<file path="src/rtl/ffs_pkg.sv">
// Constants, register map and timing for the fail-safe fault supervisor
// Summary of operation
// - Supply below low-supply threshold sets low-supply flag and global error flag.
// - Clear bits are self-clearing and read back as zero after taking effect.
// - Low-supply and error flags stay latched; master writes fault clear to reset.
// - Low supply suppresses open-circuit detection.
// - Low-supply threshold code selects 4 V to 35 V in 1 V steps.
// - Supply undervoltage holds error pin low, sets undervoltage and error flags.
// - Undervoltage disables all outputs; recovery re-enables and releases pin, flags latched.
// - Reference open or short raises fault, holds pin low, sets reference and error flags.
// - Reference fault turns off all channels; enabled channels return after removal.
// - Pin released after reference fault clears; flags held until fault clear.
// - Pre-thermal trip sets pre-thermal and error flags, latched until fault clear.
// - First overtemperature turns off outputs, holds pin low, sets flags.
// - Overtemperature recovery restores outputs and pin; flags need fault clear.
// - Second overtemperature shuts regulator, pulls pin low; recovery restarts from reset.
// - Power-on clear write clears power-on and error flags, then bit returns to zero.
// - Open monitoring only in PWM on-time longer than blanking plus deglitch.
// - No open-circuit detection or report while supply is below low-supply threshold.
// - Persistent low headroom with good supply sets open, output and error flags, pin low.
// - Open channel stops normal drive and gets a retry pulse every 10 ms.
// - Retry current is (code*4+4)/64 of full range, code 0 to 15.
// - Retried channel resumes when headroom recovers or low supply occurs.
// - Open, output-fault and error flags stay latched until fault clear.
package ffs_pkg;

   localparam int unsigned NCH            = 16;
   localparam int unsigned CLK_HZ         = 40_000_000;

   // Register word addresses (the byte address is four times the index)
   localparam logic [3:0] ADDR_FLAGS      = 4'h0;
   localparam logic [3:0] ADDR_OPEN_FLAGS = 4'h1;
   localparam logic [3:0] ADDR_CTRL       = 4'h2;
   localparam logic [3:0] ADDR_CONF       = 4'h3;
   localparam logic [3:0] ADDR_STATUS     = 4'h4;
   localparam logic [3:0] ADDR_CHEN       = 4'h5;

   // Flag register fields
   localparam int unsigned F_ERR          = 0;
   localparam int unsigned F_POR          = 1;
   localparam int unsigned F_LOWSUP       = 2;
   localparam int unsigned F_SUPUV        = 3;
   localparam int unsigned F_REF          = 4;
   localparam int unsigned F_PRETH        = 5;
   localparam int unsigned F_OT           = 6;
   localparam int unsigned F_OUT          = 7;

   // Control register fields
   localparam int unsigned C_FAULT_CLR    = 0;
   localparam int unsigned C_POR_CLR      = 1;

   // Config register fields
   localparam int unsigned CF_LOWSUP_LSB  = 0;
   localparam int unsigned CF_RETRY_LSB   = 8;
   localparam int unsigned CF_BLANK_LSB   = 16;

   // Reset values
   localparam logic [4:0]  LOWSUP_RST     = 5'h00;
   localparam logic [3:0]  RETRY_RST      = 4'h0;
   localparam logic [6:0]  RETRY_NUM_RST  = 7'h04;
   localparam logic [7:0]  BLANK_RST      = 8'h28;
   localparam logic [15:0] CHEN_RST       = 16'hFFFF;
   localparam logic [4:0]  LOWSUP_MAX     = 5'h1F;

   // Low-supply threshold in volts: base plus code
   localparam int unsigned LOWSUP_BASE_V  = 4;
   localparam int unsigned LOWSUP_TOP_V   = 35;

   // Retry current: (code*4 + 4) / 64 of full range
   localparam int unsigned RETRY_MUL      = 4;
   localparam int unsigned RETRY_ADD      = 4;
   localparam int unsigned RETRY_DIV      = 64;

   // Timing
   localparam int unsigned RETRY_PERIOD_MS = 10;
   localparam int unsigned RETRY_CYC       = CLK_HZ / 1000 * RETRY_PERIOD_MS;
   localparam int unsigned OPEN_DEG_NS     = 2000;
   localparam int unsigned OPEN_DEG_CYC    = (OPEN_DEG_NS * (CLK_HZ / 1_000_000) + 999) / 1000;
   localparam int unsigned BLANK_UNIT_CYC  = 1;
   localparam int unsigned RETRY_PULSE_CYC = 40;

endpackage : ffs_pkg

</file>
<file path="src/rtl/ffs_supervisor.sv">
// Fail-safe fault supervisor: flag latching, error pin, channel gating and open retry
//
// Decided for this implementation: the Avalon-MM interface to the registers and the register offsets.
`timescale 1ns/1ps
`default_nettype none
module ffs_supervisor #(
   parameter int unsigned RETRY_CYCLES = ffs_pkg::RETRY_CYC
) (
   // Clock and reset
   input  wire logic                     i_ref_clk,
   input  wire logic                     i_reset,
   // Avalon-MM slave
   input  wire logic [3:0]               i_avs_address,
   input  wire logic                     i_avs_read,
   input  wire logic                     i_avs_write,
   input  wire logic [31:0]              i_avs_writedata,
   input  wire logic [3:0]               i_avs_byteenable,
   output logic      [31:0]              o_avs_readdata,
   output logic                          o_avs_waitrequest,
   // Analog comparator results
   input  wire logic [5:0]               i_supply_volts,
   input  wire logic                     i_supply_uv,
   input  wire logic                     i_ref_open,
   input  wire logic                     i_ref_short,
   input  wire logic                     i_prethermal,
   input  wire logic                     i_overtemp1,
   input  wire logic                     i_overtemp2,
   input  wire logic [ffs_pkg::NCH-1:0]  i_headroom_low,
   input  wire logic [ffs_pkg::NCH-1:0]  i_pwm_on,
   // Outputs
   output logic                          o_err_n_out,
   output logic                          o_err_n_oe_n,
   output logic [ffs_pkg::NCH-1:0]       o_channel_output_en,
   output logic [ffs_pkg::NCH-1:0]       o_retry_pulse,
   output logic [6:0]                    o_retry_current_num,
   output logic                          o_regulator_en,
   output logic                          o_low_supply
);

   localparam int unsigned NCH = ffs_pkg::NCH;

   typedef enum logic [1:0] {ST_IDLE, ST_ACK} ffs_bus_t;

   // Registers
   logic [7:0]      flags_q;
   logic [NCH-1:0]  channel_open_flag_q;
   logic [1:0]      ctrl_q;
   logic [4:0]      low_supply_threshold_sel_q;
   logic [3:0]      retry_current_code_q;
   logic [7:0]      blank_q;
   logic [NCH-1:0]  chen_q;
   logic [NCH-1:0]  retry_active_q;
   logic [31:0]     retry_cnt_q;
   logic [6:0]      pulse_cnt_q;
   logic [NCH-1:0]  retry_pulse_q;
   logic            ot2_shut_q;
   logic [31:0]     rdata_q;
   ffs_bus_t        bus_q;

   logic            low_supply;
   logic            ref_fault;
   logic            wr_ack;
   logic            fault_clear_bit;
   logic            power_on_clear_bit;
   logic            any_retry;
   logic            global_off;
   logic [5:0]      lowsup_volts;
   logic [31:0]     conf_wr;
   logic [31:0]     chen_wr;

   function automatic logic [31:0] merge_be(input logic [31:0] old_v, input logic [31:0] new_v,
                                            input logic [3:0] be);
      logic [31:0] r;
      r = old_v;
      for (int b = 0; b < 4; b++)
      begin
         if (be[b])
         begin
            r[b*8 +: 8] = new_v[b*8 +: 8];
         end
      end
      return r;
   endfunction : merge_be

   // Byte lanes merged onto the current contents before the write lands
   assign conf_wr = merge_be({8'h00, blank_q, 4'h0, retry_current_code_q, 3'h0, low_supply_threshold_sel_q},
                             i_avs_writedata, i_avs_byteenable);
   assign chen_wr = merge_be({16'h0000, chen_q}, i_avs_writedata, i_avs_byteenable);

   // Code saturates so the level never passes the top of the range
   assign lowsup_volts = (low_supply_threshold_sel_q > 5'(ffs_pkg::LOWSUP_TOP_V - ffs_pkg::LOWSUP_BASE_V))
                       ? 6'(ffs_pkg::LOWSUP_TOP_V)
                       : 6'(low_supply_threshold_sel_q) + 6'(ffs_pkg::LOWSUP_BASE_V);
   assign low_supply   = i_supply_volts < lowsup_volts;
   assign ref_fault    = i_ref_open | i_ref_short;

   // One-cycle wait state; every access is answered on the second edge
   always_ff @(posedge i_ref_clk)
   begin
      if (i_reset)
      begin
         bus_q <= ST_IDLE;
      end
      else
      begin
         unique case (bus_q)
            ST_IDLE: if (i_avs_read | i_avs_write) bus_q <= ST_ACK;
            ST_ACK:  bus_q <= ST_IDLE;
         endcase
      end
   end

   assign o_avs_waitrequest = (i_avs_read | i_avs_write) & (bus_q == ST_IDLE);
   assign wr_ack            = i_avs_write & (bus_q == ST_ACK);

   // Clear bits hold for one cycle, then drop by themselves
   always_ff @(posedge i_ref_clk)
   begin
      if (i_reset)
      begin
         ctrl_q <= 2'h0;
      end
      else if (wr_ack && i_avs_address == ffs_pkg::ADDR_CTRL && i_avs_byteenable[0])
      begin
         ctrl_q <= i_avs_writedata[1:0];
      end
      else
      begin
         ctrl_q <= 2'h0;
      end
   end

   assign fault_clear_bit    = ctrl_q[ffs_pkg::C_FAULT_CLR];
   assign power_on_clear_bit = ctrl_q[ffs_pkg::C_POR_CLR];

   // Configuration registers
   always_ff @(posedge i_ref_clk)
   begin
      if (i_reset | ot2_shut_q)
      begin
         low_supply_threshold_sel_q <= ffs_pkg::LOWSUP_RST;
         retry_current_code_q       <= ffs_pkg::RETRY_RST;
         blank_q                    <= ffs_pkg::BLANK_RST;
         chen_q                     <= ffs_pkg::CHEN_RST;
      end
      else if (wr_ack && i_avs_address == ffs_pkg::ADDR_CONF)
      begin
         blank_q                    <= conf_wr[ffs_pkg::CF_BLANK_LSB +: 8];
         retry_current_code_q       <= conf_wr[ffs_pkg::CF_RETRY_LSB +: 4];
         low_supply_threshold_sel_q <= conf_wr[ffs_pkg::CF_LOWSUP_LSB +: 5];
      end
      else if (wr_ack && i_avs_address == ffs_pkg::ADDR_CHEN)
      begin
         chen_q <= chen_wr[NCH-1:0];
      end
   end

   // Second overtemperature: regulator off until the condition drops, then full restart
   always_ff @(posedge i_ref_clk)
   begin
      if (i_reset)
      begin
         ot2_shut_q <= 1'b0;
      end
      else
      begin
         ot2_shut_q <= i_overtemp2;
      end
   end

   // Open detection with blanking plus deglitch per channel
   logic [NCH-1:0] open_det;
   logic [NCH-1:0] open_gone;
   generate
      for (genvar c = 0; c < NCH; c++)
      begin : g_ch
         logic [9:0] cnt_q;
         logic [9:0] gcnt_q;
         logic [9:0] lim;
         assign lim = 10'(blank_q) + 10'(ffs_pkg::OPEN_DEG_CYC);
         // Count only while PWM is on and the supply is good
         always_ff @(posedge i_ref_clk)
         begin
            if (i_reset || !i_pwm_on[c] || low_supply || !i_headroom_low[c] || !chen_q[c])
            begin
               cnt_q <= 10'h000;
            end
            else if (cnt_q != lim)
            begin
               cnt_q <= cnt_q + 10'h001;
            end
         end
         assign open_det[c] = (cnt_q == lim) & i_headroom_low[c] & i_pwm_on[c] & ~low_supply;
         always_ff @(posedge i_ref_clk)
         begin
            if (i_reset || !i_pwm_on[c] || i_headroom_low[c])
            begin
               gcnt_q <= 10'h000;
            end
            else if (gcnt_q != lim)
            begin
               gcnt_q <= gcnt_q + 10'h001;
            end
         end
         assign open_gone[c] = (gcnt_q == lim) & ~i_headroom_low[c] & i_pwm_on[c];
      end
   endgenerate

   // Retry state per channel
   always_ff @(posedge i_ref_clk)
   begin
      if (i_reset | ot2_shut_q)
      begin
         retry_active_q <= '0;
      end
      else
      begin
         for (int c = 0; c < NCH; c++)
         begin
            if (open_gone[c] || low_supply)
            begin
               retry_active_q[c] <= 1'b0;
            end
            else if (open_det[c])
            begin
               retry_active_q[c] <= 1'b1;
            end
         end
      end
   end

   assign any_retry = |retry_active_q;

   // Retry period timer and pulse width
   always_ff @(posedge i_ref_clk)
   begin
      if (i_reset || !any_retry)
      begin
         retry_cnt_q   <= 32'h0000_0000;
         pulse_cnt_q   <= 7'h00;
         retry_pulse_q <= '0;
      end
      else
      begin
         if (retry_cnt_q >= 32'(RETRY_CYCLES - 1))
         begin
            retry_cnt_q <= 32'h0000_0000;
            pulse_cnt_q <= 7'(ffs_pkg::RETRY_PULSE_CYC);
         end
         else
         begin
            retry_cnt_q <= retry_cnt_q + 32'h0000_0001;
            if (pulse_cnt_q != 7'h00)
            begin
               pulse_cnt_q <= pulse_cnt_q - 7'h01;
            end
         end
         retry_pulse_q <= (pulse_cnt_q != 7'h00) ? (retry_active_q & ~{NCH{global_off}}) : '0;
      end
   end

   // Latched flags; a live condition wins over a clear
   always_ff @(posedge i_ref_clk)
   begin
      if (i_reset | ot2_shut_q)
      begin
         flags_q                <= 8'h00;
         flags_q[ffs_pkg::F_POR] <= 1'b1;
         flags_q[ffs_pkg::F_ERR] <= 1'b1;
         channel_open_flag_q    <= '0;
      end
      else
      begin
         for (int c = 0; c < NCH; c++)
         begin
            channel_open_flag_q[c] <= open_det[c] | (channel_open_flag_q[c] & ~fault_clear_bit);
         end
         flags_q[ffs_pkg::F_LOWSUP] <= low_supply | (flags_q[ffs_pkg::F_LOWSUP] & ~fault_clear_bit);
         flags_q[ffs_pkg::F_SUPUV]  <= i_supply_uv | (flags_q[ffs_pkg::F_SUPUV] & ~fault_clear_bit);
         flags_q[ffs_pkg::F_REF]    <= ref_fault | (flags_q[ffs_pkg::F_REF] & ~fault_clear_bit);
         flags_q[ffs_pkg::F_PRETH]  <= i_prethermal | (flags_q[ffs_pkg::F_PRETH] & ~fault_clear_bit);
         flags_q[ffs_pkg::F_OT]     <= i_overtemp1 | (flags_q[ffs_pkg::F_OT] & ~fault_clear_bit);
         flags_q[ffs_pkg::F_OUT]    <= (|open_det) | (flags_q[ffs_pkg::F_OUT] & ~fault_clear_bit);
         flags_q[ffs_pkg::F_POR]    <= flags_q[ffs_pkg::F_POR] & ~power_on_clear_bit;
         flags_q[ffs_pkg::F_ERR]    <= low_supply | i_supply_uv | ref_fault | i_prethermal | i_overtemp1
                                     | (|open_det)
                                     | (flags_q[ffs_pkg::F_ERR] & ~fault_clear_bit & ~power_on_clear_bit);
      end
   end

   // Outputs are gated while any global fault is live, and recover with it
   assign global_off = i_supply_uv | ref_fault | i_overtemp1 | ot2_shut_q;

   always_ff @(posedge i_ref_clk)
   begin
      if (i_reset)
      begin
         o_channel_output_en <= '0;
         o_retry_pulse       <= '0;
         o_retry_current_num <= ffs_pkg::RETRY_NUM_RST;
         o_regulator_en      <= 1'b1;
         o_low_supply        <= 1'b0;
         o_err_n_oe_n        <= 1'b1;
      end
      else
      begin
         o_channel_output_en <= global_off ? '0 : (chen_q & ~retry_active_q);
         // A channel leaving retry drops its pulse in the cycle its normal drive returns
         o_retry_pulse       <= retry_pulse_q & retry_active_q;
         o_retry_current_num <= 7'(retry_current_code_q) * 7'(ffs_pkg::RETRY_MUL)
                              + 7'(ffs_pkg::RETRY_ADD);
         o_regulator_en      <= ~i_overtemp2;
         o_low_supply        <= low_supply;
         // Pin held while the condition is live, released on recovery
         o_err_n_oe_n        <= ~(i_supply_uv | ref_fault | i_overtemp1 | i_overtemp2 | any_retry);
      end
   end

   assign o_err_n_out = 1'b0;

   // Read data
   always_ff @(posedge i_ref_clk)
   begin
      if (i_reset)
      begin
         rdata_q <= 32'h0000_0000;
      end
      else if (i_avs_read && bus_q == ST_IDLE)
      begin
         unique case (i_avs_address)
            ffs_pkg::ADDR_FLAGS:      rdata_q <= {24'h000000, flags_q};
            ffs_pkg::ADDR_OPEN_FLAGS: rdata_q <= {16'h0000, channel_open_flag_q};
            ffs_pkg::ADDR_CTRL:       rdata_q <= {30'h00000000, ctrl_q};
            ffs_pkg::ADDR_CONF:       rdata_q <= {8'h00, blank_q, 4'h0, retry_current_code_q,
                                                  3'h0, low_supply_threshold_sel_q};
            ffs_pkg::ADDR_STATUS:     rdata_q <= {retry_active_q, 15'h0000, low_supply};
            ffs_pkg::ADDR_CHEN:       rdata_q <= {16'h0000, chen_q};
            default:                  rdata_q <= 32'h0000_0000;
         endcase
      end
   end

   assign o_avs_readdata = rdata_q;

endmodule : ffs_supervisor
`default_nettype wire

</file>
<file path="config.mk">
export PLATFORM = sky130hd
export DESIGN_NAME = ffs_supervisor
export DESIGN_NICKNAME = d
export VERILOG_FILES = /design/src/rtl/ffs_pkg.sv /design/src/rtl/ffs_supervisor.sv
export SDC_FILE = /design/constraint.sdc
export NUM_CORES = 1
export LEC_CHECK = 0
export BUFFER_PORTS_ARGS = -buffer_cell sky130_fd_sc_hd__buf_2
export CAP_MARGIN = 15
export CORE_MARGIN = 2
export CORE_UTILIZATION = 25
export CTS_CLUSTER_SIZE = 28
export DETAILED_ROUTE_END_ITERATION = 8
export PLACE_DENSITY = 0.49
export SETUP_SLACK_MARGIN = 0.3
export SYNTH_ARGS = -nofsm -noshare
export SYNTH_HDL_FRONTEND = slang
export SYNTH_SLANG_ARGS = --single-unit
</file>
<file path="constraint.sdc">
create_clock -name i_ref_clk -period 2.35 [get_ports i_ref_clk]
set_input_delay 0.47 -clock i_ref_clk [delete_from_list [all_inputs] [get_ports i_ref_clk]]
set_output_delay 0.47 -clock i_ref_clk [all_outputs]
set_load 0.05 [all_outputs]
</file>
==> metrics, run 1 <==
Area Overhead vs Synth 39.2%; clock slew seen by the registers of the worst setup and hold paths around 60 ps; Total GRT Usage 0.156; flop and latch count out of synthesis 524; DR vias/cell 4.61; placed insts 4637; clk sinks 524; ys async rst share 0; Cell Chain, Critical Path ha_4 > and2_4 > o21ai_4 > ha_4 > a2111o_1 > a31o_4 > a21oi_4 > nor2_4 > buf_12 > nand4_1 > buf_6 > nor2_1; footprint of the multi-input gates between 0.015 and 0.02 mm²; Port Buffers 151; Register Area ~0.011 mm²; hpwl dp 62200 µm; most used cell, CP ha_4; crit path max fanout 9; clk root buf clkbuf_16; deepest clock path buffer count 3; met3 Usage GRT 0.0314; RSZ-0062 raised after global routing true; VDD IR-drop max 522 µV; Core Util, Final 0.350; post-synthesis sequential area ratio 0.404; Design Power 20.2 mW; grt ovf 0; status finished, violations left; antenna viol nets, final 0; Worst-Skew Late Latency between 600 and 700 ps; CP required 2860 ps; met2 Use GR 0.247; maximum clock frequency just over 400 MHz; Worst-Margin Slew 727 ps; met1 usage 0.215; Synth Instances just under 3000; DRT Pass-1 Iters 8; slowest stage delay, CP 380 ps; violated checks negative setup slack; syn_area_per_cell 8.89 µm²; Fill cells 10600; Die Ht 326 µm; Most Crowded Layer GR met2; final period utilization 1.03; Crit. End Element register; largest net degree at the start of global routing 37; clk_skew 53.1 ps; PD cells 559 mW/mm²; H-tree levels 2; global-route wire length before repair 130000 µm; Die W 326 µm; drt wl/cell 18.0 µm; CP Launch Type register; Final Routed Wirelength 87700 µm; CTS tree built; Post-synth EDFFs 0; Final WS setup -67.8 ps; Die ar. 0.106 mm²; Worst Path Class, Setup reg -> reg; Non-Filler Instances 4861; worst min path class in -> reg; DRC violations left 0; total CTS buffers 59; Cell variety after synth 80; Post-Synthesis Cell Area 0.0260 mm²; fin crit period 2420 ps; crit path DAT 2930 ps; commonest non-fill, non-tap cell in the layout dfxtp_1; core area 0.103 mm²; Pins Over Slew Limit 0; Setup Viol. Count Final 48; via count 22400; Hold Fails Final Rpt 0; ys flop type dfxtp_1; vias in the first global route about 21000; initial detailed-routing violation count between 1000 and 1500; row count around 120; initial antenna violation count 14; starting density of the core 0.252; most frequent cells in the layout dfxtp_1, nor2_1, xor2_1, buf_4, xnor2_1; share of layout cells above drive strength 1 0.297; Total Nets Final 3560; number of synthesis warnings 0; I/O pin count 164; Leak 13.4 nW; GP Congestion between 0.8 and 0.9; slowest CP cell dfxtp_4; Slew headroom 0.515; Max Cap Violations 0
## power breakdown
part           internal [mW]  switching (mW)
clock network           6.23            4.13
logic                  0.301           0.532
registers               8.93          0.0593
total                   15.5            4.72
## registers in the layout, summed over array words and instances (netlist names)
register                    count
blank_q                         8
retry_cnt_q                    32
o_retry_pulse                  16
o_channel_output_en            16
flags_q                         8
bus_q                           1
ot2_shut_q                      1
o_low_supply                    1
g_ch.cnt_q                    160
low_supply_threshold_sel_q      5
o_regulator_en                  1
o_avs_readdata                 32
retry_pulse_q                  16
retry_active_q                 16
g_ch.gcnt_q                   160
o_retry_current_num             5
retry_current_code_q            4
o_err_n_oe_n                    1
chen_q                         16
pulse_cnt_q                     7
ctrl_q                          2
channel_open_flag_q            16
## per-layer routing
metal,wire length [µm],part of all wire,up-vias
met4,2000,0.023,12
li1,-,-,11000
met2,40000,0.46,459
met1,40800,0.47,10800
met5,72,0.00082,-
met3,4840,0.055,135
## synth_stat cells (55+ instances only)
cell type / count / area share
dfxtp_1: 524 / 0.40
nor2_1: 480 / 0.069
xor2_1: 277 / 0.093
xnor2_1: 234 / 0.079
nand2_1: 187 / 0.027
nand3_1: 138 / 0.027
a21oi_1: 117 / 0.023
nand4_1: 85 / 0.020
inv_1: 82 / 0.012
nor3_1: 73 / 0.014
clkbuf_1: 58 / 0.0084
o21ai_0: 55 / 0.011
## through the flow
| stage | setup slack, ps | setup TNS [ps] | area (µm²) | hold WS, ps |
|---|---|---|---|---|
| 3_3_place_gp | -300 | -19170 | 30900 | 418 |
| 4_1_cts | -21.9 | -182 | 34200 | 18.6 |
| 5_1_grt | -150 | -11630 | 36100 | 38.2 |
| 2_1_floorplan | 143 | 0 | 26500 | 399 |
| 6_report | -67.8 | -1020 | 36100 | 42.7 |
| 3_5_place_dp | -300 | -22020 | 30900 | 421 |
## critical path: cells and delay by family (launching register included)
family / cells / cell delay (ps)
AOI/OAI and AO/OA: 4 / 850
adders and majority gates: 2 / 300
buffers and inverters: 2 / 330
DFF: 1 / 380
and+or+nand+nor: 4 / 430
## logic make-up after synthesis
| kind of cell | after synthesis | share of synthesized area |
|---|---|---|
| buffers and inverters | 200 | 0.0372 |
| muxes | 40 | 0.0154 |
| AOI/OAI and AO/OA | 322 | 0.0871 |
| xor gates and xnor gates | 535 | 0.193 |
| DFF | 524 | 0.404 |
| other | 1 | 0.000144 |
| adders and majority gates | 42 | 0.0202 |
| and+or+nand+nor | 1256 | 0.243 |
## path summary, 6_finish.rpt
check	from	endpoint	slack (ps)	cells past startpoint
worst max register to register	low_supply_threshold_sel_q[3]	g_ch[8].cnt_q[0]	-70	12
worst min register to register	pulse_cnt_q[6]	pulse_cnt_q[6]	430	2
worst max-delay path	low_supply_threshold_sel_q[3]	g_ch[8].cnt_q[0]	-70	12
worst min-delay path	i_avs_writedata[7]	chen_q[7]	40	3
## area by class of cell
type	count	share of cell area
Multi-Input combinational cell	2213	0.458
Tap cell	1380	0.0478
Timing Repair Buffer	549	0.134
Antenna cell	1	0.0000693
Clock inverter	32	0.0140
Inverter	83	0.00863
Clock buffer	79	0.0463
Sequential cell	524	0.291
## what timing repair did
action	CTS	global route
hold endpoints to repair	1	0
resized for setup	152	314
pin swaps	140	141
hold buffers	1	0
cloned	5	8
endpoints found under the setup margin	341	360
setup buffers	50	48
No activity file was read; power rests on OpenSTA's default activity.
==> run 2, diff against run 1 <==
--- a/config.mk
+++ b/config.mk
@@ -9,6 +9,7 @@
 export CAP_MARGIN = 15
 export CORE_MARGIN = 2
 export CORE_UTILIZATION = 25
+export CTS_BUF_LIST = sky130_fd_sc_hd__clkbuf_4 sky130_fd_sc_hd__clkbuf_8 sky130_fd_sc_hd__clkbuf_16
 export CTS_CLUSTER_SIZE = 28
 export DETAILED_ROUTE_END_ITERATION = 8
 export PLACE_DENSITY = 0.49
==> metrics, run 2 (synthesis gave the netlist of run 1 again) <==
RSZ-0062 raised after global routing true; hpwl dp 62200 µm (unchanged); Total Nets Final 3557 (-0.084%); CTS tree built; clk_skew 52.1 ps (-1.01 ps); PD cells 564 mW/mm² (+0.96%); most frequent cells in the layout dfxtp_1, nor2_1, xor2_1, buf_4, xnor2_1; DRT Pass-1 Iters 5 (-3); total CTS buffers 59 (unchanged); pre-CTS setup slack -300 ps (unchanged); Final WS setup -69.6 ps (-1.76 ps); CP required 2910 ps (+50 ps); Area Overhead vs Synth 38.4%; DRC violations left 0 (unchanged); Final Routed Wirelength 87700 µm (about the same); clk sinks 524 (unchanged); grt ovf 0 (unchanged); Max Cap Violations 0 (unchanged); initial detailed-routing violation count 1434 (+0.070%); final period utilization 1.03 (about the same); Pins Over Slew Limit 0 (unchanged); R2R Setup Slk -70 ps (about the same); clk root buf clkbuf_16; share of layout cells above drive strength 1 0.294 (-0.00348); commonest non-fill, non-tap cell in the layout dfxtp_1; Reg2Reg Capture Point g_ch[12].gcnt_q[5]; crit path DAT 2980 ps (+50 ps); Leak 13.3 nW (-0.56%); maximum clock frequency 413 MHz (about the same); via count 22500 (+0.11%); drt wl/cell 18.1 µm (about the same); worst min path class in -> reg; Worst Path Class, Setup reg -> reg; Slew headroom 0.458 (-0.0567); Worst-Margin Slew 812 ps (+84.9 ps); status finished, violations left; clock slew seen by the registers of the worst setup and hold paths 70 ps (about the same); largest net degree at the start of global routing 37 (unchanged); Setup Viol. Count Final 37 (-23%); crit path to g_ch[12].gcnt_q[5]; deepest clock path buffer count 3 (unchanged); fin crit period 2420 ps (+1.76 ps); Port Buffers 151 (unchanged); reg2reg start blank_q[4]; global-route wire length before repair 130000 µm (+0.22%); Antenna Cells 0 (-1); Hold Fails Final Rpt 0 (unchanged); vias in the first global route 21400 (+0.14%); VDD IR-drop max 523 µV (+0.13%); Total GRT Usage 0.156 (+0.000312); initial antenna violation count 14 (unchanged); core area 0.103 mm² (unchanged); Die W 326 µm (unchanged); Die Ht 326 µm (unchanged); Worst-Skew Late Latency 660 ps (about the same); Die ar. 0.106 mm² (unchanged); GP Congestion 0.845 (unchanged); H-tree levels 2 (unchanged); antenna viol nets, final 0 (unchanged); CP Launch Type register; row count 118 (unchanged); Fin Setup TNS -742 ps (+275 ps); crit path max fanout 9 (unchanged); starting density of the core 0.252 (unchanged); Crit. End Element register; DR vias/cell 4.62 (+0.19%); violated checks negative setup slack; FF-to-FF path depth 9 (-3); I/O pin count 164 (unchanged); top flop regs g_ch.cnt_q: 160 flops, g_ch.gcnt_q: 160 flops; Critical Path Start blank_q[4]
## run 2: cell types whose count changed in the layout (fill, tap and decap cells not counted), moves of 6 or more
cell	change
buf_4	+17
clkbuf_1	-9
xnor2_1	+6
clkbuf_4	+9
buf_6	-21
xnor2_2	-7
## run 2: final cells by class
type                            instances  area, µm²
Fill cell                           10600      67300
Multi-Input combinational cell       2213      16400
Sequential cell                       524      10500
Timing Repair Buffer                  546       4760
Tap cell                             1380       1730
Clock buffer                           79       1710
Clock inverter                         32        504
Inverter                               83        312
## run 2: layer usage
metal	vias to the layer above	GRT usage	share of wire
met1	10800	0.215	0.46
met4	12	0.0425	0.025
met3	133	0.0310	0.056
met5	-	0	0.00082
li1	11000	-	-
met2	502	0.248	0.45
## run 2: through the flow
| step | utilization | instances | power [mW] | instance area (µm²) | hold WS, ps |
|---|---|---|---|---|---|
| floorplan | - | 2935 | 9.53 | 26500 | 399 |
| global placement | 0.299 | 4637 | 9.90 | 30900 | 418 |
| detailed placement | 0.299 | 4637 | 9.90 | 30900 | 421 |
| CTS | 0.333 | 4806 | 20.5 | 34300 | 18.6 |
| global route | 0.348 | 4857 | 20.9 | 35900 | 38.2 |
| finish | 0.348 | 4857 | 20.3 | 35900 | 38.4 |
## run 2: power by group
group / switching [mW] / total, mW / internal (mW)
Combinational: 0.528 / 0.821 / 0.292
Sequential: 0.0592 / 8.99 / 8.93
Clock: 4.12 / 10.5 / 6.33
## run 2: worst min path at each step
stage / from / endpoint / slack (ps) / cells after the start
final: i_avs_writedata[7] / chen_q[7] / 40 / 3
after global routing: i_avs_writedata[10] / chen_q[10] / 40 / 3
after global placement: pulse_cnt_q[6] / pulse_cnt_q[6] / 420 / 2
after CTS: i_avs_writedata[7] / chen_q[7] / 20 / 3
after detailed placement: pulse_cnt_q[6] / pulse_cnt_q[6] / 420 / 2
after floorplan: retry_current_code_q[0] / o_retry_current_num[2] / 400 / 1
## run 2: critical path: stages, from the launching register on
cell	delay, ps
dfxtp_4	360
ha_4	190
buf_12	150
xor2_2	150
buf_4	140
o211ai_1	230
a2111o_1	270
nand4_1	260
or3_1	380
a21oi_1	170
## run 2: timing repair
action | 4_1_cts | 5_1_grt
hold buffers | 1 | 0
pin swaps | 143 | 129
resized for setup | 158 | 263
endpoints found under the hold margin | 1 | 0
buffers inserted | 52 | 43
endpoints found under the setup margin | 341 | 360
gates cloned | 5 | 8
